### config.mk
export PLATFORM = sky130hd
export DESIGN_NAME = ssp_spi
export DESIGN_NICKNAME = d
export VERILOG_FILES = /design/src/ssp_pkg.sv /design/src/ssp_sync.sv /design/src/ssp_spi.sv
export SDC_FILE = /design/constraint.sdc
export NUM_CORES = 1
export LEC_CHECK = 0
export BUFFER_PORTS_ARGS = -buffer_cell sky130_fd_sc_hd__buf_2
export CAP_MARGIN = 30
export CORE_MARGIN = 3
export CORE_UTILIZATION = 54
export CTS_CLUSTER_SIZE = 10
export DETAILED_ROUTE_END_ITERATION = 12
export GPL_TIMING_DRIVEN = 0
export PLACE_DENSITY = 0.76
export SYNTH_ARGS = -nofsm -noshare
export SYNTH_HDL_FRONTEND = slang
export SYNTH_HIERARCHICAL = 1
export SYNTH_SLANG_ARGS = --single-unit
### constraint.sdc
create_clock -name clock -period 2.84 [get_ports clock]
set_input_delay 0.284 -clock clock [delete_from_list [all_inputs] [get_ports clock]]
set_output_delay 0.284 -clock clock [all_outputs]
set_load 0.03 [all_outputs]
### src/ssp_pkg.sv
// Constants for the SPI-mode synchronous serial port: register map,
// field positions, reset values, mode codes and master bit-rate counts.
// Assumes a single 125 MHz system clock that is also the oscillator rate.
package ssp_pkg;

  // ----------------------------------------------------------------
  // Register byte addresses on the APB
  // ----------------------------------------------------------------
  localparam logic [7:0] SSP_ADDR_BUF  = 8'h10; // Transfer buffer
  localparam logic [7:0] SSP_ADDR_CTL  = 8'h14; // serial_port_control
  localparam logic [7:0] SSP_ADDR_DIR  = 8'h18; // Pin direction bits
  localparam logic [7:0] SSP_ADDR_STAT = 8'h94; // serial_port_status

  // ----------------------------------------------------------------
  // Field positions
  // ----------------------------------------------------------------
  localparam int CTL_WRITE_COLLISION_FLAG = 7;
  localparam int CTL_OV   = 6;
  localparam int CTL_EN   = 5;
  localparam int CTL_CKP  = 4;
  localparam int ST_SMP   = 7;
  localparam int ST_CKE   = 6;
  localparam int ST_BF    = 0;
  localparam int DIR_SCK  = 0;
  localparam int DIR_SDO  = 1;
  localparam int DIR_SS   = 2;

  // ----------------------------------------------------------------
  // Reset values
  // ----------------------------------------------------------------
  localparam logic [7:0] CTL_RESET  = 8'h00;
  localparam logic [7:0] STAT_RESET = 8'h00;
  localparam logic [2:0] DIR_RESET  = 3'h7;

  // ----------------------------------------------------------------
  // Mode field codes
  // ----------------------------------------------------------------
  localparam logic [3:0] MODE_M_DIV4  = 4'h0;
  localparam logic [3:0] MODE_M_DIV16 = 4'h1;
  localparam logic [3:0] MODE_M_DIV64 = 4'h2;
  localparam logic [3:0] MODE_M_TMR   = 4'h3;
  localparam logic [3:0] MODE_S_SEL   = 4'h4;
  localparam logic [3:0] MODE_S_NOSEL = 4'h5;

  // ----------------------------------------------------------------
  // Master bit period in oscillator cycles, and half periods less one
  // ----------------------------------------------------------------
  localparam int FOSC_DIV_A = 4;
  localparam int FOSC_DIV_B = 16;
  localparam int FOSC_DIV_C = 64;
  localparam logic [4:0] HALF_A = 5'(FOSC_DIV_A / 2 - 1);
  localparam logic [4:0] HALF_B = 5'(FOSC_DIV_B / 2 - 1);
  localparam logic [4:0] HALF_C = 5'(FOSC_DIV_C / 2 - 1);
  localparam logic [4:0] EDGES_PER_BYTE = 5'h10;
  localparam logic [3:0] LAST_BIT = 4'h7;

  // Shifter states
  typedef enum logic [2:0] {
    SSP_IDLE = 3'b001,
    SSP_MRUN = 3'b010,
    SSP_SRUN = 3'b100
  } ssp_state_t;

endpackage

### src/ssp_sync.sv
// Two-flop synchroniser for a group of pin inputs.
// Assumes inputs are asynchronous to clock; reset is synchronous.
`timescale 1ns/100ps
module ssp_sync #(
  parameter int WIDTH = 1
) (
  // System
  input  wire logic             clock,
  input  wire logic             rst,
  // Pins and synchronised copies
  input  wire logic [WIDTH-1:0] async_in,
  output logic      [WIDTH-1:0] sync_out
);

  logic [WIDTH-1:0] stage1;

  // First stage feeds only the second
  always_ff @(posedge clock)
  begin
    if (rst)
    begin
      stage1   <= '0;
      sync_out <= '0;
    end
    else
    begin
      stage1   <= async_in;
      sync_out <= stage1;
    end
  end

endmodule

### src/ssp_spi.sv
// SPI-mode synchronous serial port with APB register access.
// Assumes one 125 MHz clock, synchronous active-high reset, pins
// resolved outside from the output enables (low = driving).
//
// Decided for this implementation: the APB interface to the registers.
`timescale 1ns/100ps
module ssp_spi
  import ssp_pkg::*;
(
  // System
  input  wire logic        clock,
  input  wire logic        rst,
  // APB slave
  input  wire logic        psel,
  input  wire logic        penable,
  input  wire logic        pwrite,
  input  wire logic [7:0]  paddr,
  input  wire logic [31:0] pwdata,
  output logic      [31:0] prdata,
  output logic             pready,
  output logic             pslverr,
  // Serial pins
  input  wire logic        sck_in,
  output logic             sck_out,
  output logic             sck_oe_n,
  input  wire logic        serial_in_pin,
  output logic             serial_out_pin,
  output logic             sdo_oe_n,
  input  wire logic        slave_select_n,
  // System events
  input  wire logic        timer_two_tick,
  input  wire logic        sleep_mode,
  output logic             port_interrupt_flag,
  output logic             wake
);

  // ----------------------------------------------------------------
  // State
  // ----------------------------------------------------------------
  logic       write_collision_flag, receive_overflow_flag, port_enable_bit;
  logic       clock_idle_polarity, sample_phase_select, clock_edge_select;
  logic       buffer_full_flag, read_stale, out_bit, late_pend, sck_d;
  logic [3:0] mode_field, bit_cnt;
  logic [2:0] pin_dir;
  logic [7:0] transfer_buffer, shift_register;
  logic [4:0] half_cnt, div_cnt;
  ssp_state_t state;
  logic [2:0] pins_sync;

  // Pin inputs through two flops
  ssp_sync #(.WIDTH(3)) u_sync (
    .clock    (clock),
    .rst      (rst),
    .async_in ({sck_in, serial_in_pin, slave_select_n}),
    .sync_out (pins_sync)
  );

  // ----------------------------------------------------------------
  // Decode
  // ----------------------------------------------------------------
  wire s_sck = pins_sync[2];
  wire s_sdi = pins_sync[1];
  wire s_ssn = pins_sync[0];
  wire acc      = psel & penable;
  wire reg_wr   = acc & pwrite;
  wire hit_buf  = (paddr == SSP_ADDR_BUF);
  wire hit_ctl  = (paddr == SSP_ADDR_CTL);
  wire hit_stat = (paddr == SSP_ADDR_STAT);
  wire hit_dir  = (paddr == SSP_ADDR_DIR);
  wire mapped   = hit_buf | hit_ctl | hit_stat | hit_dir;
  wire buf_wr   = reg_wr & hit_buf;
  wire buf_rd   = acc & ~pwrite & hit_buf;
  wire setup_rd = psel & ~penable & ~pwrite;

  // Mode selection
  wire is_master = port_enable_bit & (mode_field <= MODE_M_TMR);
  wire is_slave  = port_enable_bit & ((mode_field == MODE_S_SEL) |
                                      (mode_field == MODE_S_NOSEL));
  wire ss_ctl    = is_slave & (mode_field == MODE_S_SEL) & pin_dir[DIR_SS];
  wire selected  = ~ss_ctl | ~s_ssn;
  wire busy      = (state != SSP_IDLE);

  // Master half-period tick from the divider or timer
  wire [4:0] half_lim = (mode_field == MODE_M_DIV4)  ? HALF_A :
                        (mode_field == MODE_M_DIV16) ? HALF_B : HALF_C;
  wire m_tick = (state == SSP_MRUN) &
                ((mode_field == MODE_M_TMR) ? timer_two_tick : (div_cnt == half_lim));
  wire m_lead   = ~half_cnt[0];
  wire m_done   = m_tick & (half_cnt == EDGES_PER_BYTE);
  wire m_shift  = m_tick & ~m_done & (m_lead == clock_edge_select);
  wire m_latch  = m_tick & ~m_done & (m_lead != clock_edge_select);
  wire m_late   = sample_phase_select;

  // Slave edges from the synchronised clock pin
  wire s_rise   = s_sck & ~sck_d;
  wire s_fall   = ~s_sck & sck_d;
  wire s_lead   = clock_idle_polarity ? s_fall : s_rise;
  wire s_trail  = clock_idle_polarity ? s_rise : s_fall;
  wire s_act    = is_slave & selected;
  wire s_shift  = s_act & (clock_edge_select ? s_lead : s_trail);
  wire s_latch  = s_act & (clock_edge_select ? s_trail : s_lead);
  wire s_done   = s_latch & (bit_cnt == LAST_BIT);

  // Completed byte and buffer load
  wire [7:0] m_byte = (m_late & late_pend) ? {shift_register[7:1], s_sdi} : shift_register;
  wire [7:0] s_byte = {shift_register[6:0], s_sdi};
  wire s_ovf    = s_done & buffer_full_flag;
  wire load_evt = m_done | (s_done & ~buffer_full_flag);
  wire [7:0] rx_byte = m_done ? m_byte : s_byte;
  wire monitor  = pin_dir[DIR_SCK];
  wire wr_ok    = buf_wr & ~busy;
  wire write_collision_flag_set = buf_wr & busy;

  // Read mux
  wire [7:0] rd_mux = hit_buf  ? transfer_buffer :
                      hit_ctl  ? {write_collision_flag, receive_overflow_flag, port_enable_bit,
                                  clock_idle_polarity, mode_field} :
                      hit_stat ? {sample_phase_select, clock_edge_select, 5'h00, buffer_full_flag} :
                      hit_dir  ? {5'h00, pin_dir} : 8'h00;

  // ----------------------------------------------------------------
  // APB answer: zero wait states
  // ----------------------------------------------------------------
  assign pready  = acc;
  assign pslverr = acc & ~mapped;

  // Read data captured in the setup cycle
  always_ff @(posedge clock)
  begin
    if (rst)
      prdata <= 32'h0000_0000;
    else if (setup_rd)
      prdata <= {24'h00_0000, rd_mux};
  end

  // ----------------------------------------------------------------
  // Configuration registers
  // ----------------------------------------------------------------
  // Control, sample phase, edge and direction bits
  always_ff @(posedge clock)
  begin
    if (rst)
    begin
      {port_enable_bit, clock_idle_polarity, mode_field} <= CTL_RESET[5:0];
      {sample_phase_select, clock_edge_select}           <= STAT_RESET[7:6];
      pin_dir                                            <= DIR_RESET;
    end
    else
    begin
      if (reg_wr & hit_ctl)
        {port_enable_bit, clock_idle_polarity, mode_field} <= pwdata[CTL_EN:0];
      if (reg_wr & hit_stat)
        {sample_phase_select, clock_edge_select} <= pwdata[ST_SMP:ST_CKE];
      if (reg_wr & hit_dir)
        pin_dir <= pwdata[DIR_SS:DIR_SCK];
    end
  end

  // Sticky flags: hardware set wins over software clear
  always_ff @(posedge clock)
  begin
    if (rst)
    begin
      write_collision_flag  <= CTL_RESET[CTL_WRITE_COLLISION_FLAG];
      receive_overflow_flag <= CTL_RESET[CTL_OV];
      buffer_full_flag      <= STAT_RESET[ST_BF];
    end
    else
    begin
      write_collision_flag  <= write_collision_flag_set |
                               ((reg_wr & hit_ctl) ? pwdata[CTL_WRITE_COLLISION_FLAG] : write_collision_flag);
      receive_overflow_flag <= s_ovf |
                               ((reg_wr & hit_ctl) ? pwdata[CTL_OV] : receive_overflow_flag);
      buffer_full_flag      <= load_evt | (buffer_full_flag & ~(buf_rd & ~read_stale));
    end
  end

  // A byte landing after the read snapshot keeps its full flag
  always_ff @(posedge clock)
  begin
    if (rst)
      read_stale <= 1'b0;
    else
      read_stale <= load_evt | (read_stale & ~setup_rd);
  end

  // Buffer: software write or received byte
  always_ff @(posedge clock)
  begin
    if (rst)
      transfer_buffer <= 8'h00;
    else if (load_evt)
      transfer_buffer <= rx_byte;
    else if (wr_ok)
      transfer_buffer <= pwdata[7:0];
  end

  // ----------------------------------------------------------------
  // Shifter state machine
  // ----------------------------------------------------------------
  ssp_state_t next_state;
  always_comb
  begin
    next_state = state;
    case (state)
      SSP_IDLE:
        if (wr_ok & is_master)
          next_state = SSP_MRUN;
        else if (s_shift | s_latch)
          next_state = SSP_SRUN;
      SSP_MRUN:
        if (m_done & ~(monitor & is_master))
          next_state = SSP_IDLE;
      SSP_SRUN:
        if (s_done)
          next_state = SSP_IDLE;
      default:
        next_state = SSP_IDLE;
    endcase
    if (~port_enable_bit)
      next_state = SSP_IDLE;
  end

  // State and counters
  always_ff @(posedge clock)
  begin
    if (rst)
    begin
      state    <= SSP_IDLE;
      half_cnt <= 5'h00;
      div_cnt  <= 5'h00;
      bit_cnt  <= 4'h0;
      sck_d    <= 1'b0;
    end
    else
    begin
      state    <= next_state;
      sck_d    <= s_sck;
      div_cnt  <= (next_state != SSP_MRUN || m_tick || wr_ok) ? 5'h00 : div_cnt + 5'h01;
      half_cnt <= (next_state != SSP_MRUN || m_done || wr_ok) ? 5'h00
                  : (m_tick ? half_cnt + 5'h01 : half_cnt);
      if (~is_slave)
        bit_cnt <= 4'h0;
      else if (s_latch)
        bit_cnt <= s_done ? 4'h0 : bit_cnt + 4'h1;
    end
  end

  // Shift register, output bit and late sample
  always_ff @(posedge clock)
  begin
    if (rst)
    begin
      shift_register <= 8'h00;
      out_bit        <= 1'b0;
      late_pend      <= 1'b0;
    end
    else if (wr_ok)
    begin
      shift_register <= pwdata[7:0];
      out_bit        <= pwdata[7];
      late_pend      <= 1'b0;
    end
    else
    begin
      if (m_shift | s_shift)
        out_bit <= shift_register[7];
      if (m_latch)
        shift_register <= {shift_register[6:0], m_late ? 1'b0 : s_sdi};
      else if (s_latch)
        shift_register <= s_byte;
      else if (m_tick & late_pend)
        shift_register[0] <= s_sdi;
      late_pend <= m_latch ? m_late : (m_tick ? 1'b0 : late_pend);
    end
  end

  // Serial clock out: idle level follows polarity bit
  always_ff @(posedge clock)
  begin
    if (rst)
      sck_out <= 1'b0;
    else if (state != SSP_MRUN || wr_ok)
      sck_out <= clock_idle_polarity;
    else if (m_tick & ~m_done)
      sck_out <= ~sck_out;
    else if (m_done)
      sck_out <= clock_idle_polarity;
  end

  // Completion events
  always_ff @(posedge clock)
  begin
    if (rst)
    begin
      port_interrupt_flag <= 1'b0;
      wake                <= 1'b0;
    end
    else
    begin
      port_interrupt_flag <= m_done | s_done;
      wake                <= s_done & sleep_mode;
    end
  end

  // ----------------------------------------------------------------
  // Pin drive
  // ----------------------------------------------------------------
  assign serial_out_pin = out_bit;
  assign sdo_oe_n = ~((is_master | (is_slave & selected)) & ~pin_dir[DIR_SDO]);
  assign sck_oe_n = ~(is_master & ~pin_dir[DIR_SCK]);
endmodule

==> results, run 1 <==
- For this configuration, the core starts out at a cell density of 57.7%.
- The detail route stage leaves a number of antenna-violating nets equal to 0.
- The worst register-to-register path ends at shift_register[1].
- The number of hold buffers added after CTS was 0.
- In the final timing run, aggregate negative setup slack is 0 ns.
- The share of flip-flops with an asynchronous set or reset after synthesis is 0%.
- The global-route wire length before repair is 16.5 mm.
- The clock arrives with 0.0124 ns of skew.
- At the pin with the least slew margin, the transition time is just over 0.9 ns.
- The core region is between 6000 and 7000 um2.
- The synthesis warning total is 6.
- In the routed design, unresolved DRC markers number 0.
- The predominant post-synthesis flop cell is sky130_fd_sc_hd__dfxtp_1.
- In this run, the number of DRC markers left after iteration 0 of detailed routing was 281.
- The die is between 90 and 100 um wide.
- The total placed cells including tap cells is 607.
- The startpoint of the worst register-to-register path is clock_edge_select.
- The clock drives 68 sinks.
- Setup repair after global routing left no endpoint under its margin.
- The run finished with clean final reports.
- The maximum fanout count along the critical path is 7.
- The critical path startpoint category is a flip-flop.
- The number of vias per cell is slightly below 6.
- Measured in cells, the most critical reg-to-reg path has a length of 6.
- The ratio of final minimum period to clock period is a little over nine tenths.
- Of the post-synthesis cell area, the dominant cell type holds 35.7%.
- The count of H-tree levels built during CTS is 3.
- The shortest period the worst path allows is 2.69 ns.
- The post-place setup slack is -0.0145 ns.
- The count of cells in the finished layout, fillers not included, comes to 624.
- The number of gates given a new drive strength after cts is 1.
- The layout filler cell count is 569.
- The setup path with the least slack is of type flip-flop to flip-flop.
- The cell area after synthesis is 3810 um2.
- The launch instance of the worst min-delay path is slave_select_n.
- By count the netlist is led by 68 x sky130_fd_sc_hd__dfxtp_1, 52 x sky130_fd_sc_hd__nand2_1, 31 x sky130_fd_sc_hd__a21oi_1.
- The leakage component of the power is about 1.8 nW.
- The number of nets in the layout is 580.
- Among all cell types in the netlist, the one instantiated most often is sky130_fd_sc_hd__dfxtp_1.
- The total of buffers placed on input and output ports is 40.
- The hold violation total from the final report is 0.
- The class of the tightest hold or removal check is input pin to flip-flop.
- The number of global-route vias before repair is between 3,000 and 4,000.
- The clock transition at the registers of the reported paths is 0.08 ns.
- Headroom to the max-slew limit came out at between 30% and 40%.
- 0 antenna diodes ended up in the layout.
- Yosys mapped a number of flops with a built-in enable equal to 0.
- The count of state elements after synthesis is 68.
- The placed instances occupy a cell area of around 4200 um2.
- 90 I/O pins were placed.
- In the final routed layout, each cell accounts on average for 16.5 um.
- The total power of the final layout is between 0.0015 and 0.002 W.
- The sort of element at the end of the critical path is a flip-flop.
- The die area is between 8000 and 9000 um2.
- The pre-antenna-repair detailed-routing pass consisted of 5 iterations.
- The critical path data arrival time is about 3 ns.
- The clock tree root buffer cell is sky130_fd_sc_hd__clkbuf_8.
- The number of rows created at floorplan is 29.
- TritonCTS built the clock tree.
- The total count of max-transition violations in the final report is 0.
- The final worst setup slack is roughly 0.15 ns.
- The global placer's final weighted congestion is 0.957.
- The unique cell type count in the Yosys netlist is 74.
- The die span in y is ~90 um.
- Static timing analysis puts the maximum clock frequency at roughly 370 MHz.
- Wires add up to roughly 10 mm.
- The aggregate global-route resource usage is roughly 25%.
- After synthesis, flip-flops and latches occupy 35.7% of the total area.
- The worst-case IR drop observed on VDD is 0.322 mV.
- The data required time of the critical path is 3.09 ns.
- Setup violations remaining at the end of the flow were counted as 0.
- The number of clock buffers inserted by TritonCTS is 9.
- The clock insertion delay at the later pin of the skew report is around 0.36 ns.
- Sorting the synthesized cells by area gives the leading types as sky130_fd_sc_hd__dfxtp_1 36%, sky130_fd_sc_hd__nand2_1 5.1%, sky130_fd_sc_hd__buf_4 4.7%.
- The buffer count from post-CTS setup fixing is 0.
- For this run the aggregate overflow at the end of global routing stands at 0.
- Each instance of the synthesized netlist takes up on average 8.45 um2.
- The critical path ends at shift_register[1].
- The setup slack of the most critical reg-to-reg path is 0.15 ns.
- The finished cells cover 4420 um2.
- The most critical setup path has its startpoint at clock_edge_select.
- In the final layout, the share of cells above drive strength 1 is 22.2%.
- Compared with the post-synthesis result, the final layout area differs by 15.8%.
- The synthesized design spends more area on one cell type than any other, namely sky130_fd_sc_hd__dfxtp_1.
- The estimated wirelength of the detail-placed design is 7.68 mm.
- The maximum number of pins on one net before global-route repair is 15.
- No sink is reached through more buffers than the 2 on the longest clock path.
- Power spread over the standard cell area amounts to around 430 nW/um2.
- The number of vias in the routed layout is 3,650.
- The gate count after technology mapping is 451.
- Across the run, the number of max-cap violations was 0.
- The number of antenna violations at the first check in global routing is 0.
-- placed cells by master (no fill, tap or decap), drive strengths merged, types with 5 or more instances in the layout --
master / count
a21oi: 31
a221oi: 5
a22o: 7
a31oi: 5
and3: 10
buf: 70
clkbuf: 26
conb: 24
dfxtp: 68
inv: 11
mux2: 8
mux2i: 17
nand2: 53
nand3: 24
nor2: 26
nor2b: 16
nor3: 8
nor3b: 6
nor4: 8
o21ai: 20
xor2: 5
-- final cells by class --
type,count,area [um2],area share [%]
inverters,8,30.0,0.680
flip-flops and latches,68,1360,30.8
multi-input cells,351,2230,50.5
well taps,93,116,2.64
plain buffers,47,293,6.63
clock inverters,7,57.6,1.30
repair buffers,41,205,4.65
clock buffers,9,124,2.81
-- per-layer routing --
layer | wire (um) | part of all wire [%] | vias up | track usage (%)
met4 | 150 | 1.5 | 0 | 9.69
met5 | 0 | 0 | - | 0
met1 | 4540 | 44 | 1682 | 33.9
met2 | 4660 | 45 | 195 | 38.8
li1 | - | - | 1757 | -
met3 | 938 | 9.1 | 16 | 6.09
-- how the worst min path moves through the flow --
stage                                     to  slack (ns)  cells past startpoint
final                       u_sync/stage1[0]        0.13                      2
after global routing        u_sync/stage1[0]        0.15                      2
after CTS                   u_sync/stage1[2]        0.13                      2
after detailed placement  u_sync/sync_out[1]        0.43                      1
after global placement    u_sync/sync_out[0]        0.42                      1
after floorplan             u_sync/stage1[0]        0.36                      1
-- cells by family (layout without fill, tap and decap cells) --
family / after synthesis / count (layout) / synth area share [%]
muxes: 25 / 25 / 6.83
adders and majority gates: 4 / 4 / 1.31
AOI/OAI and AO/OA: 106 / 106 / 19.0
other: 1 / 24 / 0.0984
and+or+nand+nor: 184 / 184 / 26.7
buffers and inverters: 55 / 112 / 8.47
xor gates and xnor gates: 8 / 8 / 1.84
DFF: 68 / 68 / 35.7
-- power by group --
group	total, W	switching (W)	internal (W)	leakage (nW)
Clock	0.000746	0.000420	0.000326	0.0829
Combinational	0.000181	0.000120	0.0000607	1.12
Sequential	0.000966	0.00000407	0.000962	0.550
Total	0.00189	0.000544	0.00135	1.76
-- state kept, by name, indices dropped and copies added (netlist names), 3 cells and up --
signal	count
shift_register	8
u_sync/sync_out	3
bit_cnt	4
div_cnt	5
pin_dir	3
transfer_buffer	8
mode_field	4
half_cnt	5
prdata	8
state	3
u_sync/stage1	3
-- worst max-delay path: stages, from the launching register on --
cell and delay, ns:
sky130_fd_sc_hd__dfxtp_1 0.31, sky130_fd_sc_hd__clkbuf_1 0.27, sky130_fd_sc_hd__xor2_1 0.28, sky130_fd_sc_hd__mux2_2 0.43, sky130_fd_sc_hd__and2_1 0.25, sky130_fd_sc_hd__a311oi_2 0.63
sky130_fd_sc_hd__mux2_2 0.40
-- through the flow --
stage          hold slack, ns  util [%]
6_report                0.130      66.9
5_1_grt                 0.146      66.9
4_1_cts                 0.126      66.7
3_5_place_dp            0.427      63.8
3_3_place_gp            0.418      63.8
2_1_floorplan           0.356         -
(Power assumes the default switching activity.)
==> run 2, diff against run 1 <==
GPL_TIMING_DRIVEN = default   (was 0)
MAX_ROUTING_LAYER = met4   (was default)
==> results, run 2 (synthesis gave the netlist of run 1 again) <==
- The number of maximum-capacitance violations is 0 (unchanged).
- The endpoint identified for the worst register-to-register timing path is state[0].
- The worst hold path terminates at u_sync/stage1[0].
- The maximum vdd ir drop came to 0.322 mV (about the same).
- The sort of element at the end of the critical path is a flip-flop.
- TritonCTS built the clock tree.
- The clock tree root buffer cell is sky130_fd_sc_hd__clkbuf_8.
- The die span in y was 90.0 um (unchanged).
- The path depth of the worst reg2reg path is 5 (-1).
- The data required time of the critical path is 3.08 ns (about the same).
- The ratio of final minimum period to clock period is 85.9% (-8.9 points).
- The number of primary I/O pins was 90 (unchanged).
- The number of global-route vias before repair is 3,264 (-2.8%).
- The total of buffers placed on input and output ports is 41 (+2.5%).
- The leakage component of the power is 1.65 nW (-6.3%).
- The share of post-route cells with drive strength above 1 is 20.2% (-2.0 points).
- The critical path goes through and4bb_2 > nor2_1 > o21ai_0 > a221o_1 > a211o_1.
- The antenna diode count came to 0 (unchanged).
- The worst slew slack as a fraction of its limit was 28.9% (-9.8 points).
- The number of vias per cell is 6.02 (+3.0%).
- The initial core utilization is 57.7% (unchanged).
- The critical path data arrival time is 2.68 ns (-0.26 ns).
- The largest delay contributor family on the critical path is compound AO/OA/AOI/OAI gates.
- The launch instance of the worst min-delay path is slave_select_n.
- The final setup skew is 0.0101 ns (-0.00228 ns).
- The slew at the pin with the worst max-slew slack is 1.06 ns (+0.147 ns).
- The total placed cells including tap cells is 576 (-5.1%).
- The width of the die came to 90.0 um (unchanged).
- The count of TritonRoute iterations in the first routing pass is 5 (unchanged).
- The depth of the critical timing path with buffers and inverters included is 5 (-1).
- The setup-violating endpoint count in the final report is 0 (unchanged).
- The hold violation total from the final report is 0 (unchanged).
- The number of nets in the layout is 548 (-5.5%).
- The delay of the slowest cell on the worst path is 0.54 ns (-0.09 ns).
- The number of gates given a new drive strength after cts is 0 (-1).
- The clock insertion delay at the later pin of the skew report is 0.35 ns (about the same).
- The buffer depth of the longest clock path is 2 (unchanged).
- The die area came to 8100 um2 (unchanged).
- The leading cell type in the layout, fill and taps excluded is sky130_fd_sc_hd__dfxtp_1.
- The startpoint identified for the worst register-to-register timing path is mode_field[1].
- The post-detailed-route count of antenna-violating nets is 0 (unchanged).
- The critical path startpoint category is a flip-flop.
- The core box area is 6600 um2 (unchanged).
- The estimated wirelength of the detail-placed design is 7.41 mm (-3.5%).
- The number of clock sinks seen by CTS came to 68 (unchanged).
- The buffer count from post-CTS setup fixing is 0 (unchanged).
- The maximum fanout count along the critical path was 10 (+3).
- The setup slack of the most critical reg-to-reg path came to 0.40 ns (+0.25 ns).
- The number of antenna violations at the first check in global routing is 0 (unchanged).
- In the final layout, the registers with the most flip-flops are prdata (8), shift_register (8), transfer_buffer (8).
- The first-iteration detailed-routing DRC count was 308 (+9.6%).
- The relative area change from synthesis to final layout is 11.4%.
- The sum of negative setup slack was 0 ns (unchanged).
- The shortest period the worst path allows came to 2.44 ns (-0.253 ns).
- The DRC violations left came to 0 (unchanged).
- The sum of routed wire length over all layers is 9.92 mm (-3.6%).
- The aggregate global-route resource usage is 25.3% (+0.22 points).
- The library cells used most frequently in the layout, excluding fill and tap cells, are 68 x sky130_fd_sc_hd__dfxtp_1, 52 x sky130_fd_sc_hd__nand2_1, 41 x sky130_fd_sc_hd__buf_2.
- The clock transition at the registers of the reported paths is 0.08 ns (about the same).
- The total count of max-transition violations in the final report is 0 (unchanged).
- The overflow left after global routing came to 0 (unchanged).
- The power density relative to cell area is 453 nW/um2 (+5.6%).
- The global placer's final weighted congestion is 0.908 (-5.2%).
- The number of vias in the routed layout is 3,565 (-2.3%).
- The wire length per cell is 16.8 um (+1.6%).
- The number of instances on the worst hold path is 2 (unchanged).
- The count of buffer and inverter cells on the critical path came to 0 (-1).
- The largest individual stage delay along the critical path comes from the cell sky130_fd_sc_hd__dfxtp_1.
- The number of rows created at floorplan was 29 (unchanged).
- The number of buffers inserted by hold repair at cts is 0 (unchanged).
- The global-route wire length before repair is 16.4 mm (-0.75%).
- The number of standard cells in the final layout excluding fillers is 592 (-5.1%).
- Setup repair after global routing left no endpoint under its margin.
- The number of clock buffers inserted by TritonCTS is 9 (unchanged).
- The count of H-tree levels built during CTS is 3 (unchanged).
- The run finished with clean final reports.
- The maximum number of pins on one net before global-route repair was 39 (+24).
- The achievable frequency came to 410 MHz (+10%).
- The min-delay analysis places its worst path in the category input pin to flip-flop.
- The path type of the worst setup path is flip-flop to flip-flop.
[run 2: worst max-delay path by stage]
stage	from	endpoint	slack (ns)
5_1_grt	mode_field[2]	div_cnt[0]	0.18
4_1_cts	mode_field[1]	shift_register[0]	0.43
3_5_place_dp	mode_field[1]	state[0]	0.46
2_1_floorplan	clock_edge_select	shift_register[1]	0.59
6_report	mode_field[1]	state[0]	0.40
3_3_place_gp	mode_field[1]	shift_register[0]	0.46
[run 2: worst register-to-register path: stages, from the launching register on]
cell and delay, ns:
sky130_fd_sc_hd__dfxtp_1 0.54, sky130_fd_sc_hd__and4bb_2 0.32, sky130_fd_sc_hd__nor2_1 0.43, sky130_fd_sc_hd__o21ai_0 0.27, sky130_fd_sc_hd__a221o_1 0.48, sky130_fd_sc_hd__a211o_1 0.30
[run 2: area by class of cell]
| cell class | count | area [um2] |
|---|---|---|
| clock inverters | 7 | 75.1 |
| fillers | 595 | 2360 |
| flip-flops and latches | 68 | 1360 |
| well taps | 93 | 116 |
| clock buffers | 9 | 124 |
| multi-input cells | 351 | 2220 |
| inverters | 8 | 30.0 |
| repair buffers | 56 | 318 |
[run 2: metal layers]
metal,track usage (%),part of all wire (%),vias up
li1,-,-,1687
met5,-,0,-
met1,33.5,44,1662
met2,38.1,45,196
met4,8.55,2.2,0
met3,6.09,8.6,20
[run 2: per-stage QoR]
step                      hold WS [ns]  utilization, %  setup WS, ns  total power, W  area [um2]
after floorplan                  0.356               -         0.587         0.00111        3900
after global placement           0.422            61.3         0.458         0.00113        4050
after detailed placement         0.434            61.3         0.457         0.00113        4050
after CTS                        0.133            64.3         0.428         0.00193        4250
after global routing             0.144            64.3         0.181         0.00199        4250
final                            0.139            64.3         0.401         0.00192        4250
[run 2: power breakdown]
group / leakage [nW] / internal [W] / switching (W) / total, W
registers: 0.550 / 0.000962 / 0.00000376 / 0.000965
clock network: 0.0923 / 0.000409 / 0.000398 / 0.000808
logic: 1.00 / 0.0000366 / 0.000113 / 0.000149
total: 1.65 / 0.00141 / 0.000515 / 0.00192
